===== src/design/chan_ctl_pkg.sv =====
// constants, types and state layout for the channel acquisition control
//
// Notes on behaviour
// - normal mode only after all four responded
// - new site sends call-on, starts search, timer
// - call-on repeats every major frame while waiting
// - reply accepted only from coarse lock on
// - verified in time: call-on becomes track
// - newest site timed out: fetch its alternate
// - track sent during coarse lock until status
// - status change moves code control to fine search
// - fine code lock gives full track
// - full track, healthy: reload address enables memory
// - no reload: range below maximum does nothing
// - range at maximum, doppler negative: standby message
// - release idles code control, fetches new site
// - drop in coarse lock: idle, standby, timer reset
// - next major frame: call-on again
// - reacquire timeout: oldest new, newest alternate
// - drop in fine states waits for idle
// - reload in progress sends load-memory
// - parity error sends error, reload resent
// - message is three bits, fixed encodings
// - channel n served in minor frame n
package chan_ctl_pkg;
	localparam int NCH = 4;
	localparam int SITE_W = 6;
	localparam int RMAX_W = 12;
	localparam int TMR_W = 28;
	localparam int REPLY_SYNC_W = 3;
	localparam int REPLY_STAT_W = 1;
	localparam int REPLY_W = REPLY_SYNC_W + SITE_W + REPLY_STAT_W;
	localparam int CLK_MHZ = 50;
	localparam int CALL_MS = 4000;
	localparam int CALL_CYC = CALL_MS * 1000 * CLK_MHZ;
	localparam logic [2:0] MSG_STBY = 3'h0;
	localparam logic [2:0] MSG_ON = 3'h7;
	localparam logic [2:0] MSG_TRACK = 3'h5;
	localparam logic [2:0] MSG_LOAD = 3'h4;
	localparam logic [2:0] MSG_ERR = 3'h7;
	localparam logic [7:0] A_CTRL = 8'h00;
	localparam logic [7:0] A_STAT = 8'h04;
	localparam logic [7:0] A_CHST = 8'h08;
	localparam logic [7:0] A_SITE = 8'h0C;
	localparam int CTRL_EN = 0;

	typedef enum logic [2:0] {CC_V0, CC_V1, CC_V2, CC_V3, CC_V4} cc_t;
	typedef enum logic [2:0] {
		PH_IDLE, PH_CALL, PH_TRACK, PH_LOAD, PH_ERR, PH_STBY, PH_WAIT
	} ph_t;

	typedef struct packed {
		logic valid;
		logic [1:0] chan;
		logic [SITE_W-1:0] site;
		logic status;
	} rx_t;

	typedef struct packed {
		logic valid;
		logic [1:0] chan;
		logic [RMAX_W-1:0] val;
		logic neg;
	} rng_t;

	typedef struct packed {
		logic valid;
		logic [SITE_W-1:0] site;
		logic [RMAX_W-1:0] rmax;
	} mem_rsp_t;

	typedef struct packed {
		logic req;
		logic alt;
		logic [1:0] chan;
	} mem_req_t;

	typedef struct packed {
		logic stb;
		logic [1:0] chan;
		logic [2:0] msg;
		logic [SITE_W-1:0] site;
	} tx_t;

	typedef struct packed {
		ph_t ph;
		cc_t cc;
		logic [SITE_W-1:0] site;
		logic [RMAX_W-1:0] rmax;
		logic alt;
		logic [1:0] age;
		logic [TMR_W-1:0] tmr;
		logic stat;
		logic resp;
		logic need;
	} ch_t;

	typedef struct packed {
		ch_t [NCH-1:0] ch;
		logic [1:0] slot;
		logic en;
		logic normal;
		logic mbusy;
		mem_req_t mreq;
		tx_t tx;
		logic [NCH-1:0] reload;
		logic pready;
		logic pslverr;
		logic [31:0] prdata;
	} st_t;
endpackage


===== src/design/chan_ctl.sv =====
// per-channel call, track, release and reload control with apb registers
`timescale 1ns/100ps
module chan_ctl import chan_ctl_pkg::*; #(
	parameter int unsigned TIMEOUT_CYC = CALL_CYC
) (
	input wire logic pclk,
	input wire logic presetn,
	input wire logic ce,
	input wire logic [7:0] paddr,
	input wire logic psel,
	input wire logic penable,
	input wire logic pwrite,
	input wire logic [31:0] pwdata,
	output logic [31:0] prdata,
	output logic pready,
	output logic pslverr,
	input wire logic major_pulse,
	input wire logic minor_pulse,
	input wire rx_t rx,
	input wire rng_t rng,
	input wire mem_rsp_t mem_rsp,
	input wire logic [NCH-1:0] coarse_lock,
	input wire logic [NCH-1:0] hcode_lock,
	input wire logic [NCH-1:0] cc_home,
	input wire logic [NCH-1:0] dropout,
	input wire logic [NCH-1:0] chan_ok,
	input wire logic [NCH-1:0] reload_addr,
	input wire logic [NCH-1:0] parity_err,
	input wire logic [NCH-1:0] reload_done,
	output tx_t tx,
	output mem_req_t mem_req,
	output logic [NCH-1:0] reload_en,
	output cc_t [NCH-1:0] cc_state,
	output logic normal_mode
);
	st_t st_r;
	st_t st_nxt;
	logic [NCH-1:0] resp_w;

	assign prdata = st_r.prdata;
	assign pready = st_r.pready;
	assign pslverr = st_r.pslverr;
	assign tx = st_r.tx;
	assign mem_req = st_r.mreq;
	assign reload_en = st_r.reload;
	assign normal_mode = st_r.normal;

	always_comb begin
		for (int i = 0; i < NCH; i++) begin
			resp_w[i] = st_r.ch[i].resp;
			cc_state[i] = st_r.ch[i].cc;
		end
	end

	function automatic logic [2:0] code_of(ph_t p);
		unique case (p)
			PH_CALL: code_of = MSG_ON;
			PH_TRACK, PH_WAIT: code_of = MSG_TRACK;
			PH_LOAD: code_of = MSG_LOAD;
			PH_ERR: code_of = MSG_ERR;
			PH_IDLE, PH_STBY: code_of = MSG_STBY;
		endcase
	endfunction

	always_comb begin
		ch_t n;
		logic expd;
		logic [1:0] slot;
		logic [1:0] oldage;
		logic [31:0] rd;
		logic [NCH*6-1:0] chst;
		logic [NCH*SITE_W-1:0] sites;
		n = st_r.ch[0];
		expd = 1'b0;
		slot = st_r.slot;
		oldage = '0;
		rd = '0;
		chst = '0;
		sites = '0;
		st_nxt = st_r;
		st_nxt.tx.stb = 1'b0;
		st_nxt.mreq.req = 1'b0;

		for (int i = 0; i < NCH; i++) begin
			chst[i*6 +: 6] = {st_r.ch[i].cc, st_r.ch[i].ph};
			sites[i*SITE_W +: SITE_W] = st_r.ch[i].site;
		end

		// apb: one wait state, answer registered
		st_nxt.pready = psel & penable & ~st_r.pready;
		st_nxt.pslverr = 1'b0;
		if (st_nxt.pready) begin
			case (paddr)
				A_CTRL: begin
					rd = 32'(st_r.en);
					if (pwrite) begin
						st_nxt.en = pwdata[CTRL_EN];
					end
				end
				A_STAT: rd = 32'({st_r.normal, resp_w});
				A_CHST: rd = 32'(chst);
				A_SITE: rd = 32'(sites);
				default: begin
					st_nxt.pslverr = 1'b1;
				end
			endcase
			st_nxt.prdata = pwrite ? 32'h0000_0000 : rd;
		end

		// one slot per minor frame, the major pulse opens slot zero
		if (minor_pulse) begin
			slot = major_pulse ? 2'h0 : 2'(st_r.slot + 2'h1);
			st_nxt.slot = slot;
			st_nxt.tx.stb = 1'b1;
			st_nxt.tx.chan = slot;
			st_nxt.tx.site = st_r.ch[slot].site;
			// call-on goes out once a frame while calling
			st_nxt.tx.msg = st_r.en ? code_of(st_r.ch[slot].ph) : MSG_STBY;
		end

		if (st_r.en) begin
			for (int i = 0; i < NCH; i++) begin
				n = st_r.ch[i];
				expd = n.tmr == TMR_W'(TIMEOUT_CYC - 1);
				if (n.ph == PH_CALL) begin
					n.tmr = expd ? '0 : TMR_W'(n.tmr + 1'b1);
				end
				// timer only matters until the station has responded
				if (n.ph == PH_CALL && expd) begin
					if (!st_r.normal) begin
						n.tmr = '0;
					end else if (n.age == '0) begin
						n.ph = PH_IDLE;
						n.cc = CC_V0;
						n.need = 1'b1;
						n.alt = 1'b0;
						n.resp = 1'b0;
					end else if (n.age == 2'(NCH - 1)) begin
						n.ph = PH_IDLE;
						n.cc = CC_V0;
						n.need = 1'b1;
						n.alt = ~n.alt;
						n.resp = 1'b0;
					end
				end
				if (n.cc == CC_V1 && coarse_lock[i]) begin
					n.cc = CC_V2;
				end
				// reply word is decoded upstream to site and status
				// a lock that arrives with the reply does not open the gate
				if (rx.valid && rx.chan == 2'(i) && n.cc >= CC_V2 &&
					st_r.ch[i].cc >= CC_V2) begin
					if (n.ph == PH_CALL && rx.site == n.site && !expd) begin
						n.ph = PH_TRACK;
						n.resp = 1'b1;
						n.stat = rx.status;
					end else if (n.ph == PH_TRACK && n.cc == CC_V2 &&
						rx.status != n.stat) begin
						n.cc = CC_V3;
						n.stat = rx.status;
					end
					// otherwise track keeps going out in coarse lock
				end
				if (n.cc == CC_V3 && st_r.ch[i].cc == CC_V3 &&
					hcode_lock[i]) begin
					n.cc = CC_V4;
				end
				if (n.cc == CC_V4) begin
					unique case (n.ph)
						PH_TRACK: begin
							// reload address from a sound full-track channel
							if (reload_addr[i] && chan_ok[i]) begin
								n.ph = PH_LOAD;
							end else if (!reload_addr[i] && rng.valid &&
								rng.chan == 2'(i) && st_r.normal) begin
								// below maximum nothing happens
								if (rng.val >= n.rmax && rng.neg) begin
									n.ph = PH_IDLE;
									n.cc = CC_V0;
									n.need = 1'b1;
									n.alt = 1'b0;
									n.resp = 1'b0;
								end
							end
						end
						PH_LOAD: begin
							if (parity_err[i]) begin
								n.ph = PH_ERR;
							end else if (reload_done[i]) begin
								n.ph = PH_TRACK;
							end
						end
						PH_ERR: begin
							if (reload_addr[i]) begin
								n.ph = PH_LOAD;
							end
						end
						default: begin
						end
					endcase
				end
				// drop-out handling is last so it overrides the steps above
				if (dropout[i] && st_r.ch[i].cc == CC_V2 &&
					(st_r.ch[i].ph == PH_CALL ||
					st_r.ch[i].ph == PH_TRACK)) begin
					n.ph = PH_STBY;
					n.cc = CC_V0;
					n.tmr = '0;
					n.need = 1'b0;
					n.alt = st_r.ch[i].alt;
				end else if (dropout[i] &&
					st_r.ch[i].cc >= CC_V3) begin
					n.ph = PH_WAIT;
				end else if (n.ph == PH_WAIT && cc_home[i]) begin
					n.ph = PH_STBY;
					n.cc = CC_V0;
					n.tmr = '0;
				end else if (n.ph == PH_STBY && major_pulse) begin
					n.ph = PH_CALL;
					n.cc = CC_V1;
					n.tmr = '0;
				end
				st_nxt.ch[i] = n;
				st_nxt.reload[i] = n.ph == PH_LOAD;
			end

			// one memory fetch at a time, lowest channel first
			if (st_r.mbusy && mem_rsp.valid) begin
				st_nxt.mbusy = 1'b0;
				n = st_nxt.ch[st_r.mreq.chan];
				oldage = n.age;
				n.site = mem_rsp.site;
				n.rmax = mem_rsp.rmax;
				n.need = 1'b0;
				n.ph = PH_CALL;
				n.cc = CC_V1;
				n.tmr = '0;
				st_nxt.ch[st_r.mreq.chan] = n;
				// a prime fetch makes this site the newest
				if (!st_r.mreq.alt) begin
					for (int i = 0; i < NCH; i++) begin
						if (st_nxt.ch[i].age > oldage) begin
							st_nxt.ch[i].age = 2'(st_nxt.ch[i].age - 2'h1);
						end
					end
					st_nxt.ch[st_r.mreq.chan].age = 2'(NCH - 1);
				end
			end else if (!st_r.mbusy) begin
				for (int i = NCH - 1; i >= 0; i--) begin
					if (st_r.ch[i].need) begin
						st_nxt.mreq.chan = 2'(i);
						st_nxt.mreq.alt = st_r.ch[i].alt;
					end
				end
				if (|{st_r.ch[3].need, st_r.ch[2].need,
					st_r.ch[1].need, st_r.ch[0].need}) begin
					st_nxt.mreq.req = 1'b1;
					st_nxt.mbusy = 1'b1;
				end
			end
			if (&resp_w) begin
				st_nxt.normal = 1'b1;
			end
		end
	end

	always_ff @(posedge pclk or negedge presetn) begin
		if (!presetn) begin
			st_r <= '0;
			for (int i = 0; i < NCH; i++) begin
				st_r.ch[i].need <= 1'b1;
				st_r.ch[i].age <= 2'(i);
			end
		end else if (ce) begin
			st_r <= st_nxt;
		end
	end
endmodule


===== config.mk =====
export PLATFORM = sky130hd
export DESIGN_NAME = chan_ctl
export DESIGN_NICKNAME = d
export VERILOG_FILES = /design/src/design/chan_ctl_pkg.sv /design/src/design/chan_ctl.sv
export SDC_FILE = /design/constraint.sdc
export NUM_CORES = 1
export LEC_CHECK = 0
export BUFFER_PORTS_ARGS = -buffer_cell sky130_fd_sc_hd__buf_2
export CAP_MARGIN = 20
export CORE_MARGIN = 2
export CORE_UTILIZATION = 45
export DETAILED_ROUTE_END_ITERATION = 10
export MAX_ROUTING_LAYER = met4
export PLACE_DENSITY = 0.72
export SETUP_SLACK_MARGIN = 0.05
export SYNTH_ARGS = -nofsm -noshare
export SYNTH_HDL_FRONTEND = slang
export SYNTH_SLANG_ARGS = --single-unit
export TNS_END_PERCENT = 30

===== constraint.sdc =====
create_clock -name pclk -period 3.5 [get_ports pclk]
set_clock_uncertainty 0.1 [all_clocks]
set_input_delay 0.35 -clock pclk [delete_from_list [all_inputs] [get_ports pclk]]
set_output_delay 0.35 -clock pclk [all_outputs]
set_load 0.02 [all_outputs]

Word level (Yosys, flattened, before mapping)
Cells that the tools add are included.

word-level totals
  logic and storage cells = 626
  bits of input ports = 125
  output and inout bits = 67
  bits in registers = 289

operators by class
  mux-type cells = 317
  $lt $le $gt $ge = 23
  add/subtract/negate cells = 9
  reduce and logical (&&, ||, !) cells = 119
  bitwise operators = 9
  equality and inequality tests = 95

operator list
  kind                     count
  $mux W28                 36
  $bwmux W232              2
  $mux W232                2
  $mux W6                  60
  $bmux W58 S2             2
  $demux W58 S2            2
  $mux W3                  65
  $mux W2                  66
  $mux W58                 2
  $eq A3 B2 Y1 const B     38
  $add A28 B1 Y28 const B  4
  $eq A28 B28 Y1 const B   4
  $pmux W24 S4             1
  $logic_and A1 B1 Y1      86
  $mux W1                  66
  $mux W33                 2
  $eq A3 B3 Y1 const B     19
  $ge A12 B12 Y1           4
  $eq A3 B1 Y1 const B     13
  $ge A3 B2 Y1 const B     12
  $pmux W3 S3              4
  $mux W34                 1
  $mux W32                 1
  $eq A6 B6 Y1             4
  other kinds (29)         76

Longest topological paths before layout
  word-level depth = 46
  mapped depth = 15
  mapped depth without buffers = 12

Least setup slack after synthesis
Ideal clock, no wire load.

  path type = register -> register
  start = register st_r[231] in the netlist's numbering
  end = register st_r[190] in the netlist's numbering
  slack = -74 ps
  cell stages (with the launch flop) = 15
  clock period less this slack = 3574 ps
  setup time = 76 ps
  required time = 3324 ps
  arrival = 3398 ps
  path through = dfrtp_1 -> buf_2 -> or3b_1 -> buf_2 -> or2_4 -> nor4_4 -> nor2_1 -> and3_1 -> o41a_1 -> and4_4 -> buf_6 -> or3_4 -> buf_6 -> or3_1 -> o21ai_1

on the way
  cells in the longest elaborated chain, start to end = 34
  elaborated cells between the ends (all ways) = 63
  classes of those cells = 1 x order compare; 13 x eq/ne; 35 x mux; 14 x reduce/logical

RTL lines
  element                   RTL line                                           text
  start: declaration        chan_ctl.sv:36                                     st_t st_r;
  start signal: assignment  chan_ctl.sv:275                                    st_r <= st_nxt;
  $eq A3 B1 Y1              chan_ctl.sv:125, chan_ctl.sv:129, chan_ctl.sv:204
  $logic_and A1 B1 Y1       chan_ctl.sv:129                                    if (n.ph == PH_CALL && expd) begin
  $mux W6                   chan_ctl.sv:129
  $mux W6                   chan_ctl.sv:121                                    if (st_r.en) begin
  $eq A3 B1 Y1              chan_ctl.sv:146                                    if (n.cc == CC_V1 && coarse_lock[i]) begin
  $logic_and A1 B1 Y1       chan_ctl.sv:146
  $mux W3                   chan_ctl.sv:146
  $mux W3                   chan_ctl.sv:121
  [... 18 more ...]         --
  $mux W28                  chan_ctl.sv:214                                    end else if (n.ph == PH_WAIT && cc_home[i]) begin
  $mux W28                  chan_ctl.sv:211                                    end else if (dropout[i] &&
  $mux W28 *                chan_ctl.sv:203                                    if (dropout[i] && st_r.ch[i].cc == CC_V2 &&
  $mux W28 *                chan_ctl.sv:121
  $bwmux W232               chan_ctl.sv:238                                    st_nxt.ch[st_r.mreq.chan] = n;
  $bwmux W232               chan_ctl.sv:246                                    st_nxt.ch[st_r.mreq.chan].age = 2'(NCH - 1);
  $mux W232                 chan_ctl.sv:240                                    if (!st_r.mreq.alt) begin
  $mux W232 *               chan_ctl.sv:228                                    if (st_r.mbusy && mem_rsp.valid) begin

Mark *: on every way between the ends. The rest lies on a longest branch, timed or not. The select of a mux whose other input is x is not followed.
A chain may end at the register's enable or synchronous reset.

Worst setup path in the final report
  start = register st_r[190] in the netlist's numbering
  end = register st_r[188] in the netlist's numbering

on the way
  cells in the longest elaborated chain, start to end = 34
  elaborated cells between the ends (all ways) = 59
  classes of those cells = 1 x order compare; 12 x eq/ne; 33 x mux; 13 x reduce/logical

RTL lines
  element              RTL line         text
  $eq A28 B28 Y1 *     chan_ctl.sv:124  expd = n.tmr == TMR_W'(TIMEOUT_CYC - 1);
  $logic_and A1 B1 Y1  chan_ctl.sv:129
  $mux W6              chan_ctl.sv:129
  $mux W6              chan_ctl.sv:121
  $eq A3 B1 Y1         chan_ctl.sv:146
  $logic_and A1 B1 Y1  chan_ctl.sv:146
  $mux W3              chan_ctl.sv:146
  $mux W3              chan_ctl.sv:121
  [... 18 more ...]    --
  $mux W28             chan_ctl.sv:214
  $mux W28 *           chan_ctl.sv:211
  $mux W28 *           chan_ctl.sv:203
  $mux W28 *           chan_ctl.sv:121
  $bwmux W232          chan_ctl.sv:238
  $bwmux W232          chan_ctl.sv:246
  $mux W232            chan_ctl.sv:240
  $mux W232 *          chan_ctl.sv:228

Marked as above.

==> impl_metrics.prom <==
# TYPE chip_impl_metric gauge
chip_impl_info{name="run_status",value="complete, but fails checks"} 1
chip_impl_info{name="failed_checks",value="setup timing"} 1
chip_impl_metric{name="tightest_slew",unit="ns"} 0.8776
chip_impl_metric{name="die_h",unit="µm"} 202.5
chip_impl_metric{name="timing.slew.headroom",unit="%"} 41.43
chip_impl_info{name="grt_setup_unrepaired",value="yes"} 1
chip_impl_metric{name="hold_depth",unit=""} 2
chip_impl_metric{name="rows",unit=""} 72
chip_impl_metric{name="synthDistinctLibCells",unit=""} 89
chip_impl_metric{name="post_drt_via_cell_ratio",unit=""} 5.946
chip_impl_metric{name="comb_power_share",unit="%"} 9.1
chip_impl_info{name="startpoint_of_the_most_critical_hold_path",value="mem_rsp[0]"} 1
chip_impl_metric{name="cts_sink_count",unit=""} 281
chip_impl_info{name="setup.worst_path.start",value="st_r[190]"} 1
chip_impl_metric{name="num_antenna_cells",unit=""} 0
chip_impl_metric{name="design_power_total",unit="mW"} 7.718
chip_impl_metric{name="peak_vdd_ir",unit="mV"} 0.2610
chip_impl_metric{name="vias",unit=""} 16856
chip_impl_metric{name="critical_path_required_time",unit="ns"} 3.85
chip_impl_metric{name="slew_violations",unit=""} 0
chip_impl_metric{name="cts_max_path_buffers",unit=""} 3
chip_impl_metric{name="grt_first_pass_wirelength",unit="mm"} 87.53
chip_impl_metric{name="detail_route.wl_per_cell",unit="µm"} 19.43
chip_impl_metric{name="core_area",unit="mm²"} 0.03874
chip_impl_metric{name="cts-buffers-inserted",unit=""} 35
chip_impl_metric{name="power.internal",unit="mW"} 5.785
chip_impl_metric{name="grt_overflow_total",unit=""} 0
chip_impl_metric{name="final_nets",unit=""} 2477
chip_impl_metric{name="max_freq",unit="MHz"} 283.8
chip_impl_metric{name="drt-total-wl",unit="mm"} 55.07
chip_impl_metric{name="cts.clk_slew.worst_paths",unit="ns"} 0.07
chip_impl_info{name="cts.root.buffer_cell",value="sky130_fd_sc_hd__clkbuf_16"} 1
chip_impl_metric{name="synth-warning-count",unit=""} 0
chip_impl_info{name="cts_tree",value="done"} 1
chip_impl_metric{name="drt-pass1-iter-count",unit=""} 5
chip_impl_metric{name="dpl.cell_count",unit=""} 2744
chip_impl_metric{name="power_density",unit="mW/mm²"} 354.9
chip_impl_metric{name="netlist_instances",unit=""} 2020
chip_impl_metric{name="finalHoldViolations",unit=""} 0
chip_impl_metric{name="setup_ws",unit="ns"} -0.02389
chip_impl_metric{name="fillCellCount",unit=""} 3389
chip_impl_metric{name="layout.cell_area.non_filler",unit="mm²"} 0.02175
chip_impl_metric{name="sw_frac_of_total",unit="%"} 25.05
chip_impl_info{name="setup.worst_path.class",value="flip-flop to flip-flop"} 1
chip_impl_metric{name="syn_to_final_growth",unit="%"} 22.66
chip_impl_metric{name="floorplan.io_pins",unit=""} 192
chip_impl_metric{name="ctsHtreeMaxLevel",unit=""} 2
chip_impl_metric{name="place_congestion",unit=""} 0.9644
chip_impl_metric{name="syn_area",unit="mm²"} 0.01773
chip_impl_metric{name="synth_seq_area_share",unit="%"} 39.71
chip_impl_metric{name="p_seq_share",unit="%"} 43.0
chip_impl_metric{name="regToRegSetupSlack",unit="ns"} -0.02
chip_impl_metric{name="worst-path-max-fanout",unit=""} 5
chip_impl_metric{name="dieArea",unit="mm²"} 0.04101
chip_impl_metric{name="worst_r2r_path_depth",unit=""} 13
chip_impl_info{name="critical_path.reg2reg.endpoint",value="st_r[188]"} 1
chip_impl_info{name="startpoint_type",value="flip-flop"} 1
chip_impl_metric{name="drc",unit=""} 0
chip_impl_metric{name="ant_nets",unit=""} 0
chip_impl_metric{name="first_global_vias",unit=""} 16549
chip_impl_metric{name="max_cap_viol_count",unit=""} 0
chip_impl_metric{name="finalCriticalPeriod",unit="ns"} 3.524
chip_impl_metric{name="grt_util_all_layers",unit="%"} 27.21
chip_impl_metric{name="placement.cell_area",unit="mm²"} 0.01994
chip_impl_metric{name="detailedPlacementHpwl",unit="mm"} 39.69
chip_impl_metric{name="effective_utilization_at_floorplan",unit="%"} 45.78
chip_impl_metric{name="power.static_leakage",unit="nW"} 9.929
chip_impl_metric{name="data_arrival_time_of_the_worst_path",unit="ns"} 3.87
chip_impl_metric{name="clock_network_fraction_of_design_power",unit="%"} 47.8
chip_impl_metric{name="power.net_switching",unit="mW"} 1.934
chip_impl_metric{name="clock_latency",unit="ns"} 0.54
chip_impl_metric{name="post_layout_nonfiller_instances",unit=""} 2835
chip_impl_metric{name="syn-mean-instance-area",unit="µm²"} 8.778
chip_impl_metric{name="synth_async_sr_flop_share",unit="%"} 100.0
chip_impl_metric{name="die_width",unit="µm"} 202.5
chip_impl_metric{name="synth_edf_count",unit=""} 0
chip_impl_metric{name="layout_cells_sized_above_1",unit="%"} 25.94
chip_impl_metric{name="antenna_violations_before_repair",unit=""} 1
chip_impl_metric{name="setup_viol_count_final",unit=""} 5
chip_impl_info{name="worst_hold_path_type",value="input pin to flip-flop"} 1
chip_impl_metric{name="final_min_period_over_clock_period",unit="%"} 100.7
chip_impl_info{name="dominantRegCellSynth",value="sky130_fd_sc_hd__dfrtp_1"} 1
chip_impl_info{name="endpoint_kind",value="flip-flop"} 1
chip_impl_info{name="r2r_start",value="st_r[190]"} 1
chip_impl_metric{name="portbufs",unit=""} 152
chip_impl_metric{name="synth_seq_cells",unit=""} 281
chip_impl_metric{name="largest_net_degree_at_the_start_of_global_routing",unit=""} 94
chip_impl_metric{name="drtIter0Drc",unit=""} 1589
## critical path, cell delays in order, from the launching register on
cell and delay, ns:
sky130_fd_sc_hd__dfrtp_1 0.38, sky130_fd_sc_hd__buf_4 0.15, sky130_fd_sc_hd__nor4_2 0.29, sky130_fd_sc_hd__nand4_1 0.18, sky130_fd_sc_hd__buf_4 0.18, sky130_fd_sc_hd__nor4_4 0.31
sky130_fd_sc_hd__nor2_2 0.11, sky130_fd_sc_hd__and3_1 0.17, sky130_fd_sc_hd__o41a_1 0.38, sky130_fd_sc_hd__and4_4 0.20, sky130_fd_sc_hd__buf_6 0.13, sky130_fd_sc_hd__or3_4 0.43
sky130_fd_sc_hd__or3_1 0.35, sky130_fd_sc_hd__o21ai_1 0.08
## timing repair
action,in CTS,in global routing
hold buffers,14,0
buffers inserted,1,12
gates resized for setup,35,59
hold endpoints to repair,122,0
setup endpoints to repair,78,79
cloned,2,0
pin swaps,12,24
## through the flow
stage	worst slack (ns)	setup TNS, ns	hold slack, ns	utilization [%]
global placement	-0.3855	-9.183	0.3330	51.48
detailed placement	-0.6536	-18.23	0.3489	51.48
finish	-0.02389	-0.07838	0.01315	56.15
global route	-0.1403	-0.8859	0.02244	56.15
CTS	0.04213	0	0.007808	55.26
floorplan	0.05365	0	-0.04559	-
## cells by family (layout without fill, tap and decap cells)
group | Yosys count | count (layout) | share of synthesized area (%)
compound gates | 506 | 506 | 18.04
xor+xnor | 57 | 57 | 2.815
fa+ha+maj | 60 | 60 | 4.234
buf+inv | 256 | 544 | 6.964
flops | 281 | 281 | 39.71
mux | 75 | 75 | 5.490
other cells | 1 | 8 | 0.02115
simple gates | 784 | 786 | 22.73
## placed cells by master, fill, tap and decap left out, types with 9 or more instances in the layout
cell type                       instances
sky130_fd_sc_hd__nor3_1                45
sky130_fd_sc_hd__ha_1                  60
sky130_fd_sc_hd__dlygate4sd3_1         14
sky130_fd_sc_hd__a21o_1                21
sky130_fd_sc_hd__buf_2                151
sky130_fd_sc_hd__clkbuf_16             36
sky130_fd_sc_hd__xor2_1                22
sky130_fd_sc_hd__nand2b_1              17
sky130_fd_sc_hd__nor2b_1               17
sky130_fd_sc_hd__a22o_1                11
sky130_fd_sc_hd__mux4_2                12
sky130_fd_sc_hd__clkbuf_1               9
sky130_fd_sc_hd__dfrtp_1              270
sky130_fd_sc_hd__nor4_1                15
sky130_fd_sc_hd__nand4_1               48
sky130_fd_sc_hd__xnor2_1               35
sky130_fd_sc_hd__or3_1                 30
sky130_fd_sc_hd__buf_4                209
sky130_fd_sc_hd__a22oi_1               27
sky130_fd_sc_hd__o22ai_1                9
sky130_fd_sc_hd__a31oi_1               52
sky130_fd_sc_hd__nand3_1               85
sky130_fd_sc_hd__inv_1                 96
sky130_fd_sc_hd__and3_1                22
sky130_fd_sc_hd__nor3b_1               13
sky130_fd_sc_hd__a21oi_1               93
sky130_fd_sc_hd__o21ai_0              149
sky130_fd_sc_hd__o31ai_1               24
sky130_fd_sc_hd__nand2_1              251
sky130_fd_sc_hd__and4_1                14
sky130_fd_sc_hd__or2_2                 13
sky130_fd_sc_hd__and2_1                29
sky130_fd_sc_hd__nor2_1               105
sky130_fd_sc_hd__mux2_2                58
## worst max path at each step
| stage | end | slack [ns] | cells after the start |
|---|---|---|---|
| 3_5_place_dp | st_r[83] | -0.65 | 14 |
| 6_report | st_r[188] | -0.02 | 13 |
| 5_1_grt | st_r[202] | -0.14 | 13 |
| 2_1_floorplan | st_r[190] | 0.05 | 14 |
| 3_3_place_gp | st_r[79] | -0.39 | 14 |
| 4_1_cts | st_r[200] | 0.04 | 12 |
## cell type report
class / instances / area [µm²] / area share, %
multi-input combinational: 1492 / 9902 / 45.52
sequential: 281 / 7046 / 32.39
timing repair buffer: 385 / 2628 / 12.08
clock buffer: 53 / 1045 / 4.803
tap: 518 / 648.1 / 2.980
inverter: 97 / 364.1 / 1.674
clock inverter: 9 / 118.9 / 0.5465
## cell usage after synthesis (all sizes together), types with 8 or more instances
cell / instances / area share [%]
dfrtp: 273 / 39
nand2: 253 / 5.4
o21ai: 163 / 4.6
nor2: 111 / 2.3
a21oi: 97 / 2.7
inv: 96 / 2.0
nand3: 85 / 2.4
clkbuf: 81 / 1.7
buf: 78 / 3.2
ha: 60 / 4.2
mux2: 58 / 3.7
a31oi: 54 / 1.9
nor3: 51 / 1.4
nand4: 48 / 1.7
xnor2: 35 / 1.7
or3: 33 / 1.2
and2: 30 / 1.1
a22oi: 27 / 1.1
and3: 25 / 0.88
nor4: 24 / 0.93
o31ai: 24 / 1.0
xor2: 22 / 1.1
a21o: 21 / 0.89
o311ai: 18 / 0.89
nand2b: 17 / 0.60
nor2b: 17 / 0.60
and4: 16 / 0.82
or2: 16 / 0.58
nor3b: 15 / 0.66
mux4: 12 / 1.5
a22o: 11 / 0.54
o22ai: 10 / 0.35
a211oi: 9 / 0.38
nor4b: 9 / 0.44
a211o: 8 / 0.40
dfstp: 8 / 1.2
o21a: 8 / 0.34
or4: 8 / 0.34
## power groups by stage
stage                     Sequential [mW]  Clock (mW)  Combinational, mW
after floorplan                      3.38           0              0.324
after global placement               3.38           0              0.647
after detailed placement             3.38           0              0.659
after CTS                            3.32        3.75              0.685
after global routing                 3.33        3.89              0.761
final                                3.32        3.69              0.704
## layer usage
layer	GRT usage, %	share of wire, %
met1	35.76	43
met2	43.08	47
met3	3.419	6.5
met4	10.56	4.2
met5	-	0
Note: power is estimated with default switching activity, not from simulation.
